**config.mk**
```make
export PLATFORM = sky130hd
export DESIGN_NAME = evt_ctrl
export DESIGN_NICKNAME = d
export VERILOG_FILES = /design/src/core/evt_pkg.sv /design/src/core/evt_lane_swap.sv /design/src/core/evt_wait_timer.sv /design/src/core/evt_ctrl.sv
export VERILOG_INCLUDE_DIRS = /design/src /design/src/core
export SDC_FILE = /design/constraint.sdc
export NUM_CORES = 1
export LEC_CHECK = 0
export ABC_CLOCK_PERIOD_IN_PS = 1610
export BUFFER_PORTS_ARGS = -buffer_cell sky130_fd_sc_hd__buf_2
export CORE_MARGIN = 2
export CORE_UTILIZATION = 40
export DETAILED_ROUTE_END_ITERATION = 10
export GPL_TIMING_DRIVEN = 1
export PLACE_DENSITY = 0.67
export SYNTH_ARGS = -nofsm -noshare
export SYNTH_HDL_FRONTEND = slang
export SYNTH_SLANG_ARGS = --single-unit
```
**constraint.sdc**
```tcl
create_clock -name aclk -period 1.61 [get_ports aclk]
set_input_delay 0.0805 -clock aclk [delete_from_list [all_inputs] [get_ports aclk]]
set_output_delay 0.0805 -clock aclk [all_outputs]
set_load 0.005 [all_outputs]
```
**src/core/evt_params.svh**
```systemverilog
// Purpose: Constants for the endian and virtualisation trap control block
// Assumes: 20 MHz aclk, AXI4-Lite register access
// Notes:   Included by every design module
//
// Overview of operation
// - Instruction fetches are always little-endian
// - Machine-mode data order follows machine bit
// - Supervisor bit zero without supervisor; selects order
// - User bit zero without user; selects order
// - Page-table walks use the supervisor order bit
// - Tied order bits ignore writes
// - Little-only ties zero; big-only ties one
// - Byte order never changes addresses
// - Trap supervisor translation register and fence
// - Translation trap bit zero without supervisor
// - Wait instruction allowed when wait trap clear
// - Wait trap set: bounded lower-mode wait, then illegal
// - Wait trap bit zero with machine only
// - User wait bounded when supervisor exists
// - Trap supervisor return when return trap set
// - Return trap bit zero without supervisor
// - Modify flag uses previous privilege for data
`ifndef EVT_PARAMS_SVH
`define EVT_PARAMS_SVH

// ************************************************
// Bus map
// ************************************************
`define AXI_AW         8
`define REG_CTRL       8'h00
`define REG_STATUS     8'h04
`define RESP_OKAY      2'h0
`define RESP_SLVERR    2'h2

// ************************************************
// Field positions
// ************************************************
`define BIT_M_ORDER    0
`define BIT_S_ORDER    1
`define BIT_U_ORDER    2
`define BIT_PRIV_MOD   3
`define BIT_PREV_LO    4
`define BIT_PREV_HI    5
`define BIT_VM_TRAP    6
`define BIT_WAIT_TRAP  7
`define BIT_SRTN_TRAP  8
`define ST_PRIV_LO     0
`define ST_PRIV_HI     1
`define ST_DATA_BE     2
`define ST_WAITING     3
`define ST_CNT_LO      8
`define ST_CNT_HI      15

// ************************************************
// Encodings and reset values
// ************************************************
`define PRIV_U         2'h0
`define PRIV_S         2'h1
`define PRIV_M         2'h3
`define ORDER_BI       2'h0
`define ORDER_LITTLE   2'h1
`define ORDER_BIG      2'h2
`define TIE_NONE       2'h0
`define TIE_M          2'h1
`define TIE_S          2'h2
`define SIZE_BYTE      2'h0
`define SIZE_HALF      2'h1
`define CTRL_BIT_RST   1'b0

// ************************************************
// Timing
// ************************************************
`define CLK_PERIOD_NS  50
`define WAIT_LIMIT_NS  800
`define WAIT_LIMIT_CYC (`WAIT_LIMIT_NS / `CLK_PERIOD_NS)

`endif

```
**src/core/evt_pkg.sv**
```systemverilog
// Purpose: Types for the endian and virtualisation trap control block
// Assumes: Nothing
// Notes:   Constants live in evt_params.svh
package evt_pkg;
   typedef enum logic [2:0] {OP_NONE, OP_XLAT_REG, OP_XLAT_FENCE, OP_WAIT_INT,
                             OP_SUP_RETURN} evt_op_e;
   typedef enum logic {WS_IDLE, WS_WAIT} evt_wait_e;
   typedef logic [1:0] evt_priv_t;
endpackage

```
**src/core/evt_lane_swap.sv**
```systemverilog
// Purpose: Byte lane reversal within the access size
// Assumes: Size 0 byte, 1 halfword, otherwise word
// Notes:   Purely combinational
`timescale 1ns/1ns
`include "evt_params.svh"
module evt_lane_swap (
   input  logic        swap,
   input  logic [1:0]  size,
   input  logic [31:0] din,
   output logic [31:0] dout
);
   genvar i;
   generate
      for (i = 0; i < 4; i++) begin : g_lane
         logic [1:0] src;
         always_comb begin
            if (!swap || size == `SIZE_BYTE) begin
               src = 2'(i);
            end else if (size == `SIZE_HALF) begin
               src = 2'(i) ^ 2'h1;
            end else begin
               src = 2'h3 - 2'(i);
            end
         end
         assign dout[8*i +: 8] = din[8*src +: 8];
      end
   endgenerate
endmodule // evt_lane_swap

```
**src/core/evt_wait_timer.sv**
```systemverilog
// Purpose: Bounded wait limit for the wait-for-interrupt instruction
// Assumes: start and stop are one-cycle requests
// Notes:   expired is a one-cycle pulse
`timescale 1ns/1ns
`include "evt_params.svh"
module evt_wait_timer (
   input  logic aclk,
   input  logic aresetn,
   input  logic ce,
   input  logic start,
   input  logic stop,
   output logic expired
);
   logic [7:0] left_r;
   logic       active_r;

   always_ff @(posedge aclk) begin
      if (!aresetn) begin
         active_r <= 1'b0;
         left_r   <= 8'h00;
         expired  <= 1'b0;
      end else if (ce) begin
         expired <= 1'b0;
         if (stop) begin
            active_r <= 1'b0;
         end else if (start) begin
            active_r <= 1'b1;
            left_r   <= 8'(`WAIT_LIMIT_CYC);
         end else if (active_r) begin
            if (left_r == 8'h01) begin
               active_r <= 1'b0;
               expired  <= 1'b1;
            end
            left_r <= left_r - 8'h01;
         end
      end
   end
endmodule // evt_wait_timer

```
**src/core/evt_ctrl.sv**
```systemverilog
// Purpose: Data byte order and virtualisation trap controls of a hart
// Assumes: Hart inputs synchronous to aclk; op_valid one cycle per op
// Notes:   Registers reached over AXI4-Lite
`timescale 1ns/1ns
`include "evt_params.svh"
module evt_ctrl #(
   parameter bit         HAS_S          = 1'b1,
   parameter bit         HAS_U          = 1'b1,
   parameter logic [1:0] ORDER_SUPPORT  = `ORDER_BI,
   parameter logic [1:0] S_ORDER_TIE    = `TIE_NONE,
   parameter logic [1:0] U_ORDER_TIE    = `TIE_NONE
) (
   input  logic                  aclk,
   input  logic                  aresetn,
   input  logic                  ce,
   input  logic [`AXI_AW-1:0]    s_axi_awaddr,
   input  logic                  s_axi_awvalid,
   output logic                  s_axi_awready,
   input  logic [31:0]           s_axi_wdata,
   input  logic [3:0]            s_axi_wstrb,
   input  logic                  s_axi_wvalid,
   output logic                  s_axi_wready,
   output logic [1:0]            s_axi_bresp,
   output logic                  s_axi_bvalid,
   input  logic                  s_axi_bready,
   input  logic [`AXI_AW-1:0]    s_axi_araddr,
   input  logic                  s_axi_arvalid,
   output logic                  s_axi_arready,
   output logic [31:0]           s_axi_rdata,
   output logic [1:0]            s_axi_rresp,
   output logic                  s_axi_rvalid,
   input  logic                  s_axi_rready,
   input  evt_pkg::evt_priv_t    cur_priv,
   input  logic                  op_valid,
   input  evt_pkg::evt_op_e      op_kind,
   input  logic                  wait_done,
   input  logic                  ls_valid,
   input  logic [1:0]            ls_size,
   input  logic [31:0]           ls_addr,
   input  logic [31:0]           ld_data,
   input  logic [31:0]           st_data,
   output logic                  fetch_big_endian,
   output logic                  data_big_endian,
   output logic                  walk_big_endian,
   output evt_pkg::evt_priv_t    ls_priv,
   output logic                  ls_valid_q,
   output logic [31:0]           ls_addr_q,
   output logic [31:0]           ld_data_q,
   output logic [31:0]           st_data_q,
   output logic                  illegal_instr,
   output logic                  wait_pending
);
   // ************************************************
   // Control fields
   // ************************************************
   logic                 machine_data_byte_order_r;
   logic                 supervisor_data_byte_order_r;
   logic                 user_data_byte_order_r;
   logic                 privilege_modify_flag_r;
   evt_pkg::evt_priv_t   machine_previous_privilege_r;
   logic                 trap_virtual_memory_ops_r;
   logic                 wait_timeout_trap_r;
   logic                 supervisor_return_trap_r;
   logic                 m_order;
   logic                 s_order;
   logic                 u_order;
   logic                 priv_mod;
   logic                 vm_trap;
   logic                 wt_trap;
   logic                 srtn_trap;
   evt_pkg::evt_priv_t   eff_priv;
   logic                 data_be;
   logic [7:0]           illegal_cnt_r;

   // Legal values seen by logic and by reads
   always_comb begin
      if (ORDER_SUPPORT == `ORDER_LITTLE) begin
         m_order = 1'b0;
         s_order = 1'b0;
         u_order = 1'b0;
      end else if (ORDER_SUPPORT == `ORDER_BIG) begin
         m_order = 1'b1;
         s_order = HAS_S;
         u_order = HAS_U;
      end else begin
         m_order = machine_data_byte_order_r;
         s_order = HAS_S && ((S_ORDER_TIE == `TIE_M) ? m_order
                                                     : supervisor_data_byte_order_r);
         if (!HAS_U) begin
            u_order = 1'b0;
         end else if (U_ORDER_TIE == `TIE_M) begin
            u_order = m_order;
         end else if (U_ORDER_TIE == `TIE_S) begin
            u_order = s_order;
         end else begin
            u_order = user_data_byte_order_r;
         end
      end
   end

   assign priv_mod  = HAS_U && privilege_modify_flag_r;
   assign vm_trap   = HAS_S && trap_virtual_memory_ops_r;
   assign wt_trap   = (HAS_S || HAS_U) && wait_timeout_trap_r;
   assign srtn_trap = HAS_S && supervisor_return_trap_r;

   function automatic logic prev_ok(input logic [1:0] v);
      prev_ok = (v == `PRIV_M) || (v == `PRIV_S && HAS_S) || (v == `PRIV_U && HAS_U);
   endfunction

   // ************************************************
   // AXI4-Lite slave
   // ************************************************
   logic [`AXI_AW-1:0] awaddr_q;
   logic [31:0]        wdata_q;
   logic [3:0]         wstrb_q;
   logic               aw_got_r;
   logic               w_got_r;
   logic               aw_got_nxt;
   logic               w_got_nxt;
   logic               wr_do;
   logic [31:0]        ctrl_rd;
   logic [31:0]        stat_rd;
   evt_pkg::evt_wait_e wait_st_r;
   evt_pkg::evt_wait_e wait_st_nxt;

   assign wr_do      = aw_got_r && w_got_r && !s_axi_bvalid;
   assign aw_got_nxt = wr_do ? 1'b0 : ((s_axi_awvalid && s_axi_awready) || aw_got_r);
   assign w_got_nxt  = wr_do ? 1'b0 : ((s_axi_wvalid && s_axi_wready) || w_got_r);

   always_ff @(posedge aclk) begin
      if (!aresetn) begin
         aw_got_r      <= 1'b0;
         w_got_r       <= 1'b0;
         s_axi_awready <= 1'b0;
         s_axi_wready  <= 1'b0;
         awaddr_q      <= '0;
         wdata_q       <= 32'h0000_0000;
         wstrb_q       <= 4'h0;
      end else if (ce) begin
         aw_got_r      <= aw_got_nxt;
         w_got_r       <= w_got_nxt;
         s_axi_awready <= !aw_got_nxt;
         s_axi_wready  <= !w_got_nxt;
         if (s_axi_awvalid && s_axi_awready) begin
            awaddr_q <= s_axi_awaddr;
         end
         if (s_axi_wvalid && s_axi_wready) begin
            wdata_q <= s_axi_wdata;
            wstrb_q <= s_axi_wstrb;
         end
      end
   end

   always_ff @(posedge aclk) begin
      if (!aresetn) begin
         s_axi_bvalid <= 1'b0;
         s_axi_bresp  <= `RESP_OKAY;
      end else if (ce) begin
         if (wr_do) begin
            s_axi_bvalid <= 1'b1;
            s_axi_bresp  <= (awaddr_q == `REG_CTRL || awaddr_q == `REG_STATUS) ? `RESP_OKAY
                                                                             : `RESP_SLVERR;
         end else if (s_axi_bready) begin
            s_axi_bvalid <= 1'b0;
         end
      end
   end

   // Control register writes; mode bits keep old value when illegal
   always_ff @(posedge aclk) begin
      if (!aresetn) begin
         machine_data_byte_order_r    <= `CTRL_BIT_RST;
         supervisor_data_byte_order_r <= `CTRL_BIT_RST;
         user_data_byte_order_r       <= `CTRL_BIT_RST;
         privilege_modify_flag_r      <= `CTRL_BIT_RST;
         machine_previous_privilege_r <= HAS_U ? `PRIV_U : `PRIV_M;
         trap_virtual_memory_ops_r    <= `CTRL_BIT_RST;
         wait_timeout_trap_r          <= `CTRL_BIT_RST;
         supervisor_return_trap_r     <= `CTRL_BIT_RST;
      end else if (ce && wr_do && awaddr_q == `REG_CTRL) begin
         if (wstrb_q[0]) begin
            machine_data_byte_order_r    <= wdata_q[`BIT_M_ORDER];
            supervisor_data_byte_order_r <= wdata_q[`BIT_S_ORDER];
            user_data_byte_order_r       <= wdata_q[`BIT_U_ORDER];
            privilege_modify_flag_r      <= wdata_q[`BIT_PRIV_MOD];
            trap_virtual_memory_ops_r    <= wdata_q[`BIT_VM_TRAP];
            wait_timeout_trap_r          <= wdata_q[`BIT_WAIT_TRAP];
            if (prev_ok(wdata_q[`BIT_PREV_HI:`BIT_PREV_LO])) begin
               machine_previous_privilege_r <= wdata_q[`BIT_PREV_HI:`BIT_PREV_LO];
            end
         end
         if (wstrb_q[1]) begin
            supervisor_return_trap_r <= wdata_q[`BIT_SRTN_TRAP];
         end
      end
   end

   // Read data always show the legal field values
   always_comb begin
      ctrl_rd                             = 32'h0000_0000;
      ctrl_rd[`BIT_M_ORDER]               = m_order;
      ctrl_rd[`BIT_S_ORDER]               = s_order;
      ctrl_rd[`BIT_U_ORDER]               = u_order;
      ctrl_rd[`BIT_PRIV_MOD]              = priv_mod;
      ctrl_rd[`BIT_PREV_HI:`BIT_PREV_LO]  = machine_previous_privilege_r;
      ctrl_rd[`BIT_VM_TRAP]               = vm_trap;
      ctrl_rd[`BIT_WAIT_TRAP]             = wt_trap;
      ctrl_rd[`BIT_SRTN_TRAP]             = srtn_trap;
      stat_rd                             = 32'h0000_0000;
      stat_rd[`ST_PRIV_HI:`ST_PRIV_LO]    = eff_priv;
      stat_rd[`ST_DATA_BE]                = data_be;
      stat_rd[`ST_WAITING]                = (wait_st_r == evt_pkg::WS_WAIT);
      stat_rd[`ST_CNT_HI:`ST_CNT_LO]      = illegal_cnt_r;
   end

   always_ff @(posedge aclk) begin
      if (!aresetn) begin
         s_axi_arready <= 1'b0;
         s_axi_rvalid  <= 1'b0;
         s_axi_rdata   <= 32'h0000_0000;
         s_axi_rresp   <= `RESP_OKAY;
      end else if (ce) begin
         if (s_axi_arvalid && s_axi_arready) begin
            s_axi_arready <= 1'b0;
            s_axi_rvalid  <= 1'b1;
            s_axi_rresp   <= `RESP_OKAY;
            if (s_axi_araddr == `REG_CTRL) begin
               s_axi_rdata <= ctrl_rd;
            end else if (s_axi_araddr == `REG_STATUS) begin
               s_axi_rdata <= stat_rd;
            end else begin
               s_axi_rdata <= 32'h0000_0000;
               s_axi_rresp <= `RESP_SLVERR;
            end
         end else if (s_axi_rvalid && s_axi_rready) begin
            s_axi_rvalid  <= 1'b0;
            s_axi_arready <= 1'b1;
         end else if (!s_axi_rvalid) begin
            s_axi_arready <= 1'b1;
         end
      end
   end

   // ************************************************
   // Data byte order and load-store path
   // ************************************************
   logic [31:0] ld_swapped;
   logic [31:0] st_swapped;

   assign eff_priv = priv_mod ? machine_previous_privilege_r : cur_priv;

   always_comb begin
      if (eff_priv == `PRIV_M) begin
         data_be = m_order;
      end else if (eff_priv == `PRIV_S) begin
         data_be = s_order;
      end else begin
         data_be = u_order;
      end
   end

   evt_lane_swap u_ld_swap (
      .swap (data_be),
      .size (ls_size),
      .din  (ld_data),
      .dout (ld_swapped)
   );

   evt_lane_swap u_st_swap (
      .swap (data_be),
      .size (ls_size),
      .din  (st_data),
      .dout (st_swapped)
   );

   always_ff @(posedge aclk) begin
      if (!aresetn) begin
         fetch_big_endian <= 1'b0;
         data_big_endian  <= 1'b0;
         walk_big_endian  <= 1'b0;
         ls_priv          <= `PRIV_M;
         ls_valid_q       <= 1'b0;
         ls_addr_q        <= 32'h0000_0000;
         ld_data_q        <= 32'h0000_0000;
         st_data_q        <= 32'h0000_0000;
      end else if (ce) begin
         fetch_big_endian <= 1'b0;
         data_big_endian  <= data_be;
         walk_big_endian  <= s_order;
         ls_priv          <= eff_priv;
         ls_valid_q       <= ls_valid;
         ls_addr_q        <= ls_addr;
         ld_data_q        <= ld_swapped;
         st_data_q        <= st_swapped;
      end
   end

   // ************************************************
   // Trap decisions
   // ************************************************
   logic wait_bound;
   logic wait_start;
   logic expired;
   logic trap_now;

   // Lower-mode wait bounded when wait trap set; user wait also when supervisor exists
   assign wait_bound = (cur_priv != `PRIV_M) &&
                       (wt_trap || (HAS_S && cur_priv == `PRIV_U));
   assign wait_start = op_valid && op_kind == evt_pkg::OP_WAIT_INT && wait_bound &&
                       wait_st_r == evt_pkg::WS_IDLE;

   always_comb begin
      wait_st_nxt = wait_st_r;
      case (wait_st_r)
         evt_pkg::WS_IDLE: begin
            if (wait_start) begin
               wait_st_nxt = evt_pkg::WS_WAIT;
            end
         end
         evt_pkg::WS_WAIT: begin
            if (wait_done || expired) begin
               wait_st_nxt = evt_pkg::WS_IDLE;
            end
         end
         default: wait_st_nxt = evt_pkg::WS_IDLE;
      endcase
   end

   evt_wait_timer u_timer (
      .aclk    (aclk),
      .aresetn (aresetn),
      .ce      (ce),
      .start   (wait_start),
      .stop    (wait_done),
      .expired (expired)
   );

   always_comb begin
      trap_now = 1'b0;
      if (op_valid && cur_priv == `PRIV_S) begin
         if ((op_kind == evt_pkg::OP_XLAT_REG || op_kind == evt_pkg::OP_XLAT_FENCE) &&
             vm_trap) begin
            trap_now = 1'b1;
         end
         if (op_kind == evt_pkg::OP_SUP_RETURN && srtn_trap) begin
            trap_now = 1'b1;
         end
      end
      if (wait_st_r == evt_pkg::WS_WAIT && expired && !wait_done) begin
         trap_now = 1'b1;
      end
   end

   always_ff @(posedge aclk) begin
      if (!aresetn) begin
         wait_st_r     <= evt_pkg::WS_IDLE;
         wait_pending  <= 1'b0;
         illegal_instr <= 1'b0;
         illegal_cnt_r <= 8'h00;
      end else if (ce) begin
         wait_st_r     <= wait_st_nxt;
         wait_pending  <= (wait_st_nxt == evt_pkg::WS_WAIT);
         illegal_instr <= trap_now;
         if (trap_now) begin
            illegal_cnt_r <= illegal_cnt_r + 8'h01;
         end
      end
   end

   // ************************************************
   // Assertions
   // ************************************************
   localparam int WAIT_MAX = `WAIT_LIMIT_CYC + 1;
   logic [7:0] wait_cyc;

   always_ff @(posedge aclk) begin
      if (!aresetn) begin
         wait_cyc <= 8'h00;
      end else if (ce) begin
         wait_cyc <= (wait_st_nxt == evt_pkg::WS_WAIT) ? wait_cyc + 8'h01 : 8'h00;
      end
   end
endmodule // evt_ctrl

```
==> reports/summary.txt, run 1 <==
weighted congestion reported at the end of routability-driven placement = 0.806
Root Buffer Master = sky130_fd_sc_hd__clkbuf_16
residual antenna-violating net count after detailed routing = 0
pin count of the biggest net entering global routing = 65
Post-synth top flop = sky130_fd_sc_hd__dfxtp_1
total count of hold-check failures in the final report = 0
post-route DRC violation count = 0
cell count after placement = 1620
worst reg2reg setup slack = -200 ps
violated checks = negative setup slack
endpoint with the worst hold slack = ld_data_q[7]$_SDFFE_PN0P_
routed wire length = 31700 um
type of the tightest min-delay check = input port to flip-flop
time the worst path needs with I/O delays and setup = 1810 ps
floorplan die width = 155 um
number of global-route vias before repair = 9058
core utilization of the finished layout = 61.6%
die height = 155 um
commonest cells after routing, fill and taps aside = sky130_fd_sc_hd__buf_2, sky130_fd_sc_hd__nor2_1, sky130_fd_sc_hd__dfxtp_1
worst hold-check slack = 23.9 ps
number of enable flip-flop cells after synthesis = 0
FILL cells = 1899
Arrival @ worst endpoint = 2160 ps
number of standard-cell rows in the floorplan = 55
Worst Reg-to-Reg Cells = 7
family of cells with the greatest summed delay on the critical path = multiplexers
number of synthesis warnings = 0
power density relative to cell area = 788 nW/um^2
Leak Pwr = 5.98 nW
accumulated negative setup slack = -10860 ps
worst clock skew = 11.9 ps
data required time at the worst endpoint = 1960 ps
fin nets = 1621
largest cells by area after synthesis = sky130_fd_sc_hd__dfxtp_1, sky130_fd_sc_hd__mux2_2, sky130_fd_sc_hd__nor2_1
clock sink count = 174
area taken by multi-input logic gates = 6040 sq um
total die area = 24000 sq um
mean instance size in the synthesized netlist = 8.42 sq um
Routed WL per cell = 18.1 um
TritonCTS Buffers = 17
antenna violations before repair = 1
Starting Density = 40.5%
most common library cell in the layout ignoring fill and taps = sky130_fd_sc_hd__buf_2
status = complete, but fails checks
via total after detailed routing = 9765
Post-Syn Area = 9110 sq um
detailed-route vias per instance = 5.58
global router's overall resource usage = 24.3%
total congestion overflow = 0
Seq. cell area = 3500 sq um
P&R area growth vs syn = 52.0%
wire length of the first global-routing pass = 47500 um
setup repair after global routing missed its margin = true
count of cells along the worst hold path = 3
slowest CP cell = sky130_fd_sc_hd__dfxtp_4
first-pass detailed-route iteration total = 5
sequence of cells on the critical path = mux2i_4 -> nand2b_4 -> nand2_4 -> buf_4 -> clkbuf_16 -> mux2_4 -> o31ai_1
CP Max Fanout = 6
Least-Margin Pin Slew = 572 ps
share of the synthesized area in the top cell type = 38.2%
Pwr Total = 10.9 mW
final-report max-slew violation count = 0
placed wire-length estimate after detailed placement = 19400 um
fraction of final layout cells sized beyond drive strength 1 = 44.3%
Syn Inst Count = 1083
clock network latency to the later pin of the worst-skew pair = 430 ps
number of buffers and inverters on the critical path = 2
register bit total from synthesis = 174
Worst R2R Start = priv_mod$_SDFFE_PN0P_
H-tree level count = 4
worst slew margin relative to its limit = 61.8%
Std-Cell Core Area = 22500 sq um
maxcap violations = 0
min setup slack post-route = -203 ps
Clock Pin Slew Worst Setup and Hold Paths = 80 ps
Yosys cell types = 56
type of destination of the critical path = flip-flop
async set-reset flop share out of synthesis = 0%
Finish-stage setup viols = 76
TritonCTS clock tree = done
Port Buf Inserts = 266
Highest Clock Rate = 552 MHz
VDD IR max = 0.552 mV
Iteration-0 DRC Markers = 687
cell accounting for the most synthesized area = sky130_fd_sc_hd__dfxtp_1
CP startpoint kind = flip-flop
Worst R2R End = st_data_q[7]$_SDFFE_PN0P_
I/O pin total = 311
Layout Cells excl Fill = 1750
Final Cycle Share = 113%
buffer levels on the longest clock path = 2
maximum single-stage delay on the critical path = 410 ps
HP Start = ld_data[31]
startpoint-to-endpoint class of the critical path = flip-flop to flip-flop
fraction of the yosys area taken by sequential cells = 38.2%
[synth_stat cells (2+ instances only)]
master,n
sky130_fd_sc_hd__nor2_1,186
sky130_fd_sc_hd__dfxtp_1,174
sky130_fd_sc_hd__nand2_1,140
sky130_fd_sc_hd__o31ai_1,67
sky130_fd_sc_hd__nor3b_1,65
sky130_fd_sc_hd__mux2_2,64
sky130_fd_sc_hd__o221ai_1,64
sky130_fd_sc_hd__clkbuf_1,53
sky130_fd_sc_hd__a21oi_1,50
sky130_fd_sc_hd__mux2i_1,38
sky130_fd_sc_hd__buf_4,20
sky130_fd_sc_hd__buf_2,16
sky130_fd_sc_hd__o21ai_0,15
sky130_fd_sc_hd__buf_6,13
sky130_fd_sc_hd__a22oi_1,10
sky130_fd_sc_hd__nand2b_1,10
sky130_fd_sc_hd__nand3_1,10
sky130_fd_sc_hd__inv_1,8
sky130_fd_sc_hd__a22o_1,7
sky130_fd_sc_hd__nor3_1,7
sky130_fd_sc_hd__or4_1,7
sky130_fd_sc_hd__or3_1,6
sky130_fd_sc_hd__and2_1,3
sky130_fd_sc_hd__and3_1,3
sky130_fd_sc_hd__buf_1,3
sky130_fd_sc_hd__ha_1,3
sky130_fd_sc_hd__nand4_1,3
sky130_fd_sc_hd__nor4_1,3
sky130_fd_sc_hd__a21oi_2,2
sky130_fd_sc_hd__a31oi_1,2
sky130_fd_sc_hd__nand3b_1,2
sky130_fd_sc_hd__nand4b_1,2
sky130_fd_sc_hd__nor2b_1,2
sky130_fd_sc_hd__or2_2,2
sky130_fd_sc_hd__xnor2_1,2
[metrics by stage]
stage	setup slack [ps]	area (sq um)
final	-203	13900
after floorplan	-117	9370
after global placement	-212	11200
after CTS	-198	13000
after global routing	-260	13900
after detailed placement	-265	11200
[registers in the layout, indices dropped and copies added, names as in the netlist, 2 cells and up]
signal and cells:
awaddr_q 8, illegal_cnt_r 8, ld_data_q 32, ls_addr_q 32, ls_priv 2, machine_previous_privilege_r 2
s_axi_rdata 16, st_data_q 32, u_timer.left_r 8, wdata_q 9, wstrb_q 2
[cell type report]
cell class                 instances  share of cell area (%)
tap                              285                    2.57
sequential                       174                    25.3
antenna                            1                  0.0181
clock buffer                      19                    3.27
multi-input combinational        813                    43.6
clock inverter                    12                    1.27
inverter                           8                   0.217
timing repair buffer             438                    23.8
[worst max path at each step]
stage | start | end | slack, ps | cells past startpoint
after global placement | priv_mod$_SDFFE_PN0P_ | ld_data_q[10]$_SDFFE_PN0P_ | -210 | 7
after detailed placement | priv_mod$_SDFFE_PN0P_ | ld_data_q[7]$_SDFFE_PN0P_ | -270 | 7
after floorplan | priv_mod$_SDFFE_PN0P_ | ld_data_q[0]$_SDFFE_PN0P_ | -120 | 7
after CTS | priv_mod$_SDFFE_PN0P_ | st_data_q[17]$_SDFFE_PN0P_ | -200 | 8
final | priv_mod$_SDFFE_PN0P_ | st_data_q[7]$_SDFFE_PN0P_ | -200 | 7
after global routing | priv_mod$_SDFFE_PN0P_ | ld_data_q[20]$_SDFFE_PN0P_ | -260 | 7
[where the power goes]
part	leakage, nW	internal [mW]	switching (mW)
clock network	0.310	2.58	1.93
logic	4.24	0.912	0.913
registers	1.43	4.48	0.108
[worst reg2reg max path, cell delays in order, from the launching register on]
cell                        delay, ps
sky130_fd_sc_hd__dfxtp_4          410
sky130_fd_sc_hd__mux2i_4          280
sky130_fd_sc_hd__nand2b_4          90
sky130_fd_sc_hd__nand2_4          150
sky130_fd_sc_hd__buf_4            160
sky130_fd_sc_hd__clkbuf_16        150
sky130_fd_sc_hd__mux2_4           290
sky130_fd_sc_hd__o31ai_1          220
[repair_timing]
| action | in CTS | in global routing |
|---|---|---|
| resized for setup | 101 | 100 |
| setup buffers | 14 | 14 |
| hold buffers | 56 | 0 |
| cloned | 3 | 13 |
| endpoints found under the hold margin | 56 | 0 |
| pin swaps | 21 | 48 |
| endpoints found under the setup margin | 79 | 84 |
[cells by family (layout without fill, tap and decap cells)]
family,after synthesis,after routing,share of synthesized area (%)
AO/OA/AOI/OAI,225,225,18.0
multiplexers,102,102,12.1
buffers and inverters,114,477,6.93
other,1,20,0.0411
AND/OR/NAND/NOR,461,461,24.0
XOR/XNOR,3,3,0.288
adder cells (fa/ha/maj),3,3,0.412
flip-flops,174,174,38.2
[routing by layer]
layer / global-route usage (%) / vias up / wire length [um]
met4: 8.38 / 0 / 794
met2: 40.5 / 385 / 15300
met3: 4.51 / 62 / 2260
met5: 0 / - / 0
li1: - / 4607 / -
met1: 31.6 / 4711 / 13300
No activity file was read; power rests on OpenSTA's default activity.
==> run 2: changes to the inputs <==
- CORE_UTILIZATION: 40 -> 45
- PLACE_DENSITY: 0.67 -> 0.74
==> reports/summary.txt, run 2 (synthesis gave the netlist of run 1 again) <==
status = complete, but fails checks
final-report max-slew violation count = 0
Least-Margin Pin Slew = 567 ps
data required time at the worst endpoint = 1970 ps
weighted congestion reported at the end of routability-driven placement = 0.878
wire length of the first global-routing pass = 47000 um
type of destination of the critical path = flip-flop
Worst R2R End = ld_data_q[17]$_SDFFE_PN0P_
violated checks = negative setup slack
first-pass detailed-route iteration total = 5
post-route DRC violation count = 0
total die area = 21400 sq um
CP Max Fanout = 12
floorplan die width = 146 um
met2 layer usage reported by global route = 44.3%
min setup slack post-route = -253 ps
TritonCTS clock tree = done
Routed WL per cell = 17.9 um
buffer levels on the longest clock path = 2
Final Cycle Share = 116%
launching element of the worst setup path = priv_mod$_SDFFE_PN0P_
type of the tightest min-delay check = input port to flip-flop
TritonCTS Buffers = 17
commonest cells after routing, fill and taps aside = sky130_fd_sc_hd__buf_2, sky130_fd_sc_hd__nor2_1, sky130_fd_sc_hd__dfxtp_1
cell count after placement = 1600
clock sink count = 174
FILL cells = 1598
Leak Pwr = 5.80 nW
total congestion overflow = 0
Clock Pin Slew Worst Setup and Hold Paths = 80 ps
Iteration-0 DRC Markers = 758
VDD IR max = 0.734 mV
worst setup slack after placement = -278 ps
detailed-route vias per instance = 5.64
power density relative to cell area = 819 nW/um^2
total count of hold-check failures in the final report = 0
die height = 146 um
count of cells along the worst hold path = 4
worst reg2reg setup slack = -250 ps
fraction of met1 tracks used by global routing = 33.6%
CP startpoint kind = flip-flop
Worst R2R Start = priv_mod$_SDFFE_PN0P_
Starting Density = 45.5%
setup repair after global routing missed its margin = true
pin count of the biggest net entering global routing = 65
endpoint of the worst setup timing path = ld_data_q[17]$_SDFFE_PN0P_
time the worst path needs with I/O delays and setup = 1860 ps
met3 track demand over resource = 5.31%
antenna violations before repair = 5
Pwr Total = 10.8 mW
global router's overall resource usage = 26.5%
finished layout cell area = 13200 sq um
I/O pin total = 311
fraction of final layout cells sized beyond drive strength 1 = 38.7%
Port Buf Inserts = 266
accumulated negative setup slack = -12270 ps
routed wire length = 30700 um
number of global-route vias before repair = 9313
Root Buffer Master = sky130_fd_sc_hd__clkbuf_16
residual antenna-violating net count after detailed routing = 0
clock network latency to the later pin of the worst-skew pair = 440 ps
H-tree level count = 4
via total after detailed routing = 9686
highest-utilization routing layer at the global route stage = met2
fin nets = 1598
Finish-stage setup viols = 76
placed wire-length estimate after detailed placement = 18800 um
registers with the highest flip-flop counts = ld_data_q x32, ls_addr_q x32, st_data_q x32
Std-Cell Core Area = 20000 sq um
most common library cell in the layout ignoring fill and taps = sky130_fd_sc_hd__buf_2
worst clock skew = 9.91 ps
P&R area growth vs syn = 45.2%
Layout Cells excl Fill = 1717
worst slew margin relative to its limit = 62.2%
startpoint-to-endpoint class of the critical path = flip-flop to flip-flop
Area after DPL = 11200 sq um
maxcap violations = 0
Arrival @ worst endpoint = 2220 ps
Highest Clock Rate = 537 MHz
Worst Reg-to-Reg Cells = 8
number of standard-cell rows in the floorplan = 52
-- run 2: cell types whose count changed in the layout (fill, tap and decap cells not counted), sizes merged --
cell / before / now
clkinvlp: 0 / 1
bufinv: 3 / 2
diode: 1 / 5
buf: 371 / 354
clkinv: 3 / 6
clkbuf: 30 / 22
-- run 2: area by class of cell --
class | instances | area [sq um] | share of cell area, %
clock buffers | 17 | 425 | 3.21
well taps | 270 | 338 | 2.55
diodes | 5 | 12.5 | 0.0945
clock inverters | 15 | 223 | 1.68
inverters | 8 | 30.0 | 0.227
flip-flops and latches | 174 | 3490 | 26.4
repair buffers | 415 | 3010 | 22.7
multi-input cells | 813 | 5700 | 43.1
-- run 2: where the power goes --
group | switching [mW] | internal (mW) | leakage (nW)
clock | 2.08 | 2.41 | 0.311
combinational | 0.875 | 0.876 | 4.06
sequential | 0.119 | 4.49 | 1.43
total | 3.07 | 7.77 | 5.80
-- run 2: metal layers --
layer	vias up	part of all wire [%]
met3	76	8.0
li1	4553	-
met1	4616	40
met2	441	49
met5	-	0
met4	0	3.1
-- run 2: critical path, cell delays in order (launching register included) --
cell	delay, ps
sky130_fd_sc_hd__dfxtp_4	400
sky130_fd_sc_hd__mux2i_2	250
sky130_fd_sc_hd__nand2b_1	140
sky130_fd_sc_hd__buf_4	170
sky130_fd_sc_hd__a21oi_4	160
sky130_fd_sc_hd__buf_12	160
sky130_fd_sc_hd__clkbuf_16	190
sky130_fd_sc_hd__nor3b_1	70
sky130_fd_sc_hd__o31ai_2	240
-- run 2: stage by stage --
| step | hold WS (ps) | util [%] |
|---|---|---|
| 2_1_floorplan | 209 | - |
| 3_3_place_gp | 311 | 55.7 |
| 3_5_place_dp | 321 | 55.7 |
| 4_1_cts | 2.38 | 63.1 |
| 5_1_grt | 34.4 | 66.0 |
| 6_report | 8.36 | 66.0 |
-- run 2: what timing repair did --
action	4_1_cts	5_1_grt
buffers inserted	9	9
hold buffers	56	0
cloned	1	7
pin swaps	10	29
setup endpoints to repair	78	88
hold endpoints to repair	56	0
resized for setup	46	70
-- run 2: worst min-delay path by stage --
stage	startpoint	endpoint
floorplan	s_axi_awaddr[0]	awaddr_q[0]$_SDFFE_PN0P_
global placement	ls_addr[29]	ls_addr_q[29]$_SDFFE_PN0P_
detailed placement	s_axi_awaddr[0]	awaddr_q[0]$_SDFFE_PN0P_
CTS	s_axi_awvalid	s_axi_awready$_SDFFE_PN0P_
global route	s_axi_awvalid	s_axi_awready$_SDFFE_PN0P_
finish	s_axi_awvalid	s_axi_awready$_SDFFE_PN0P_
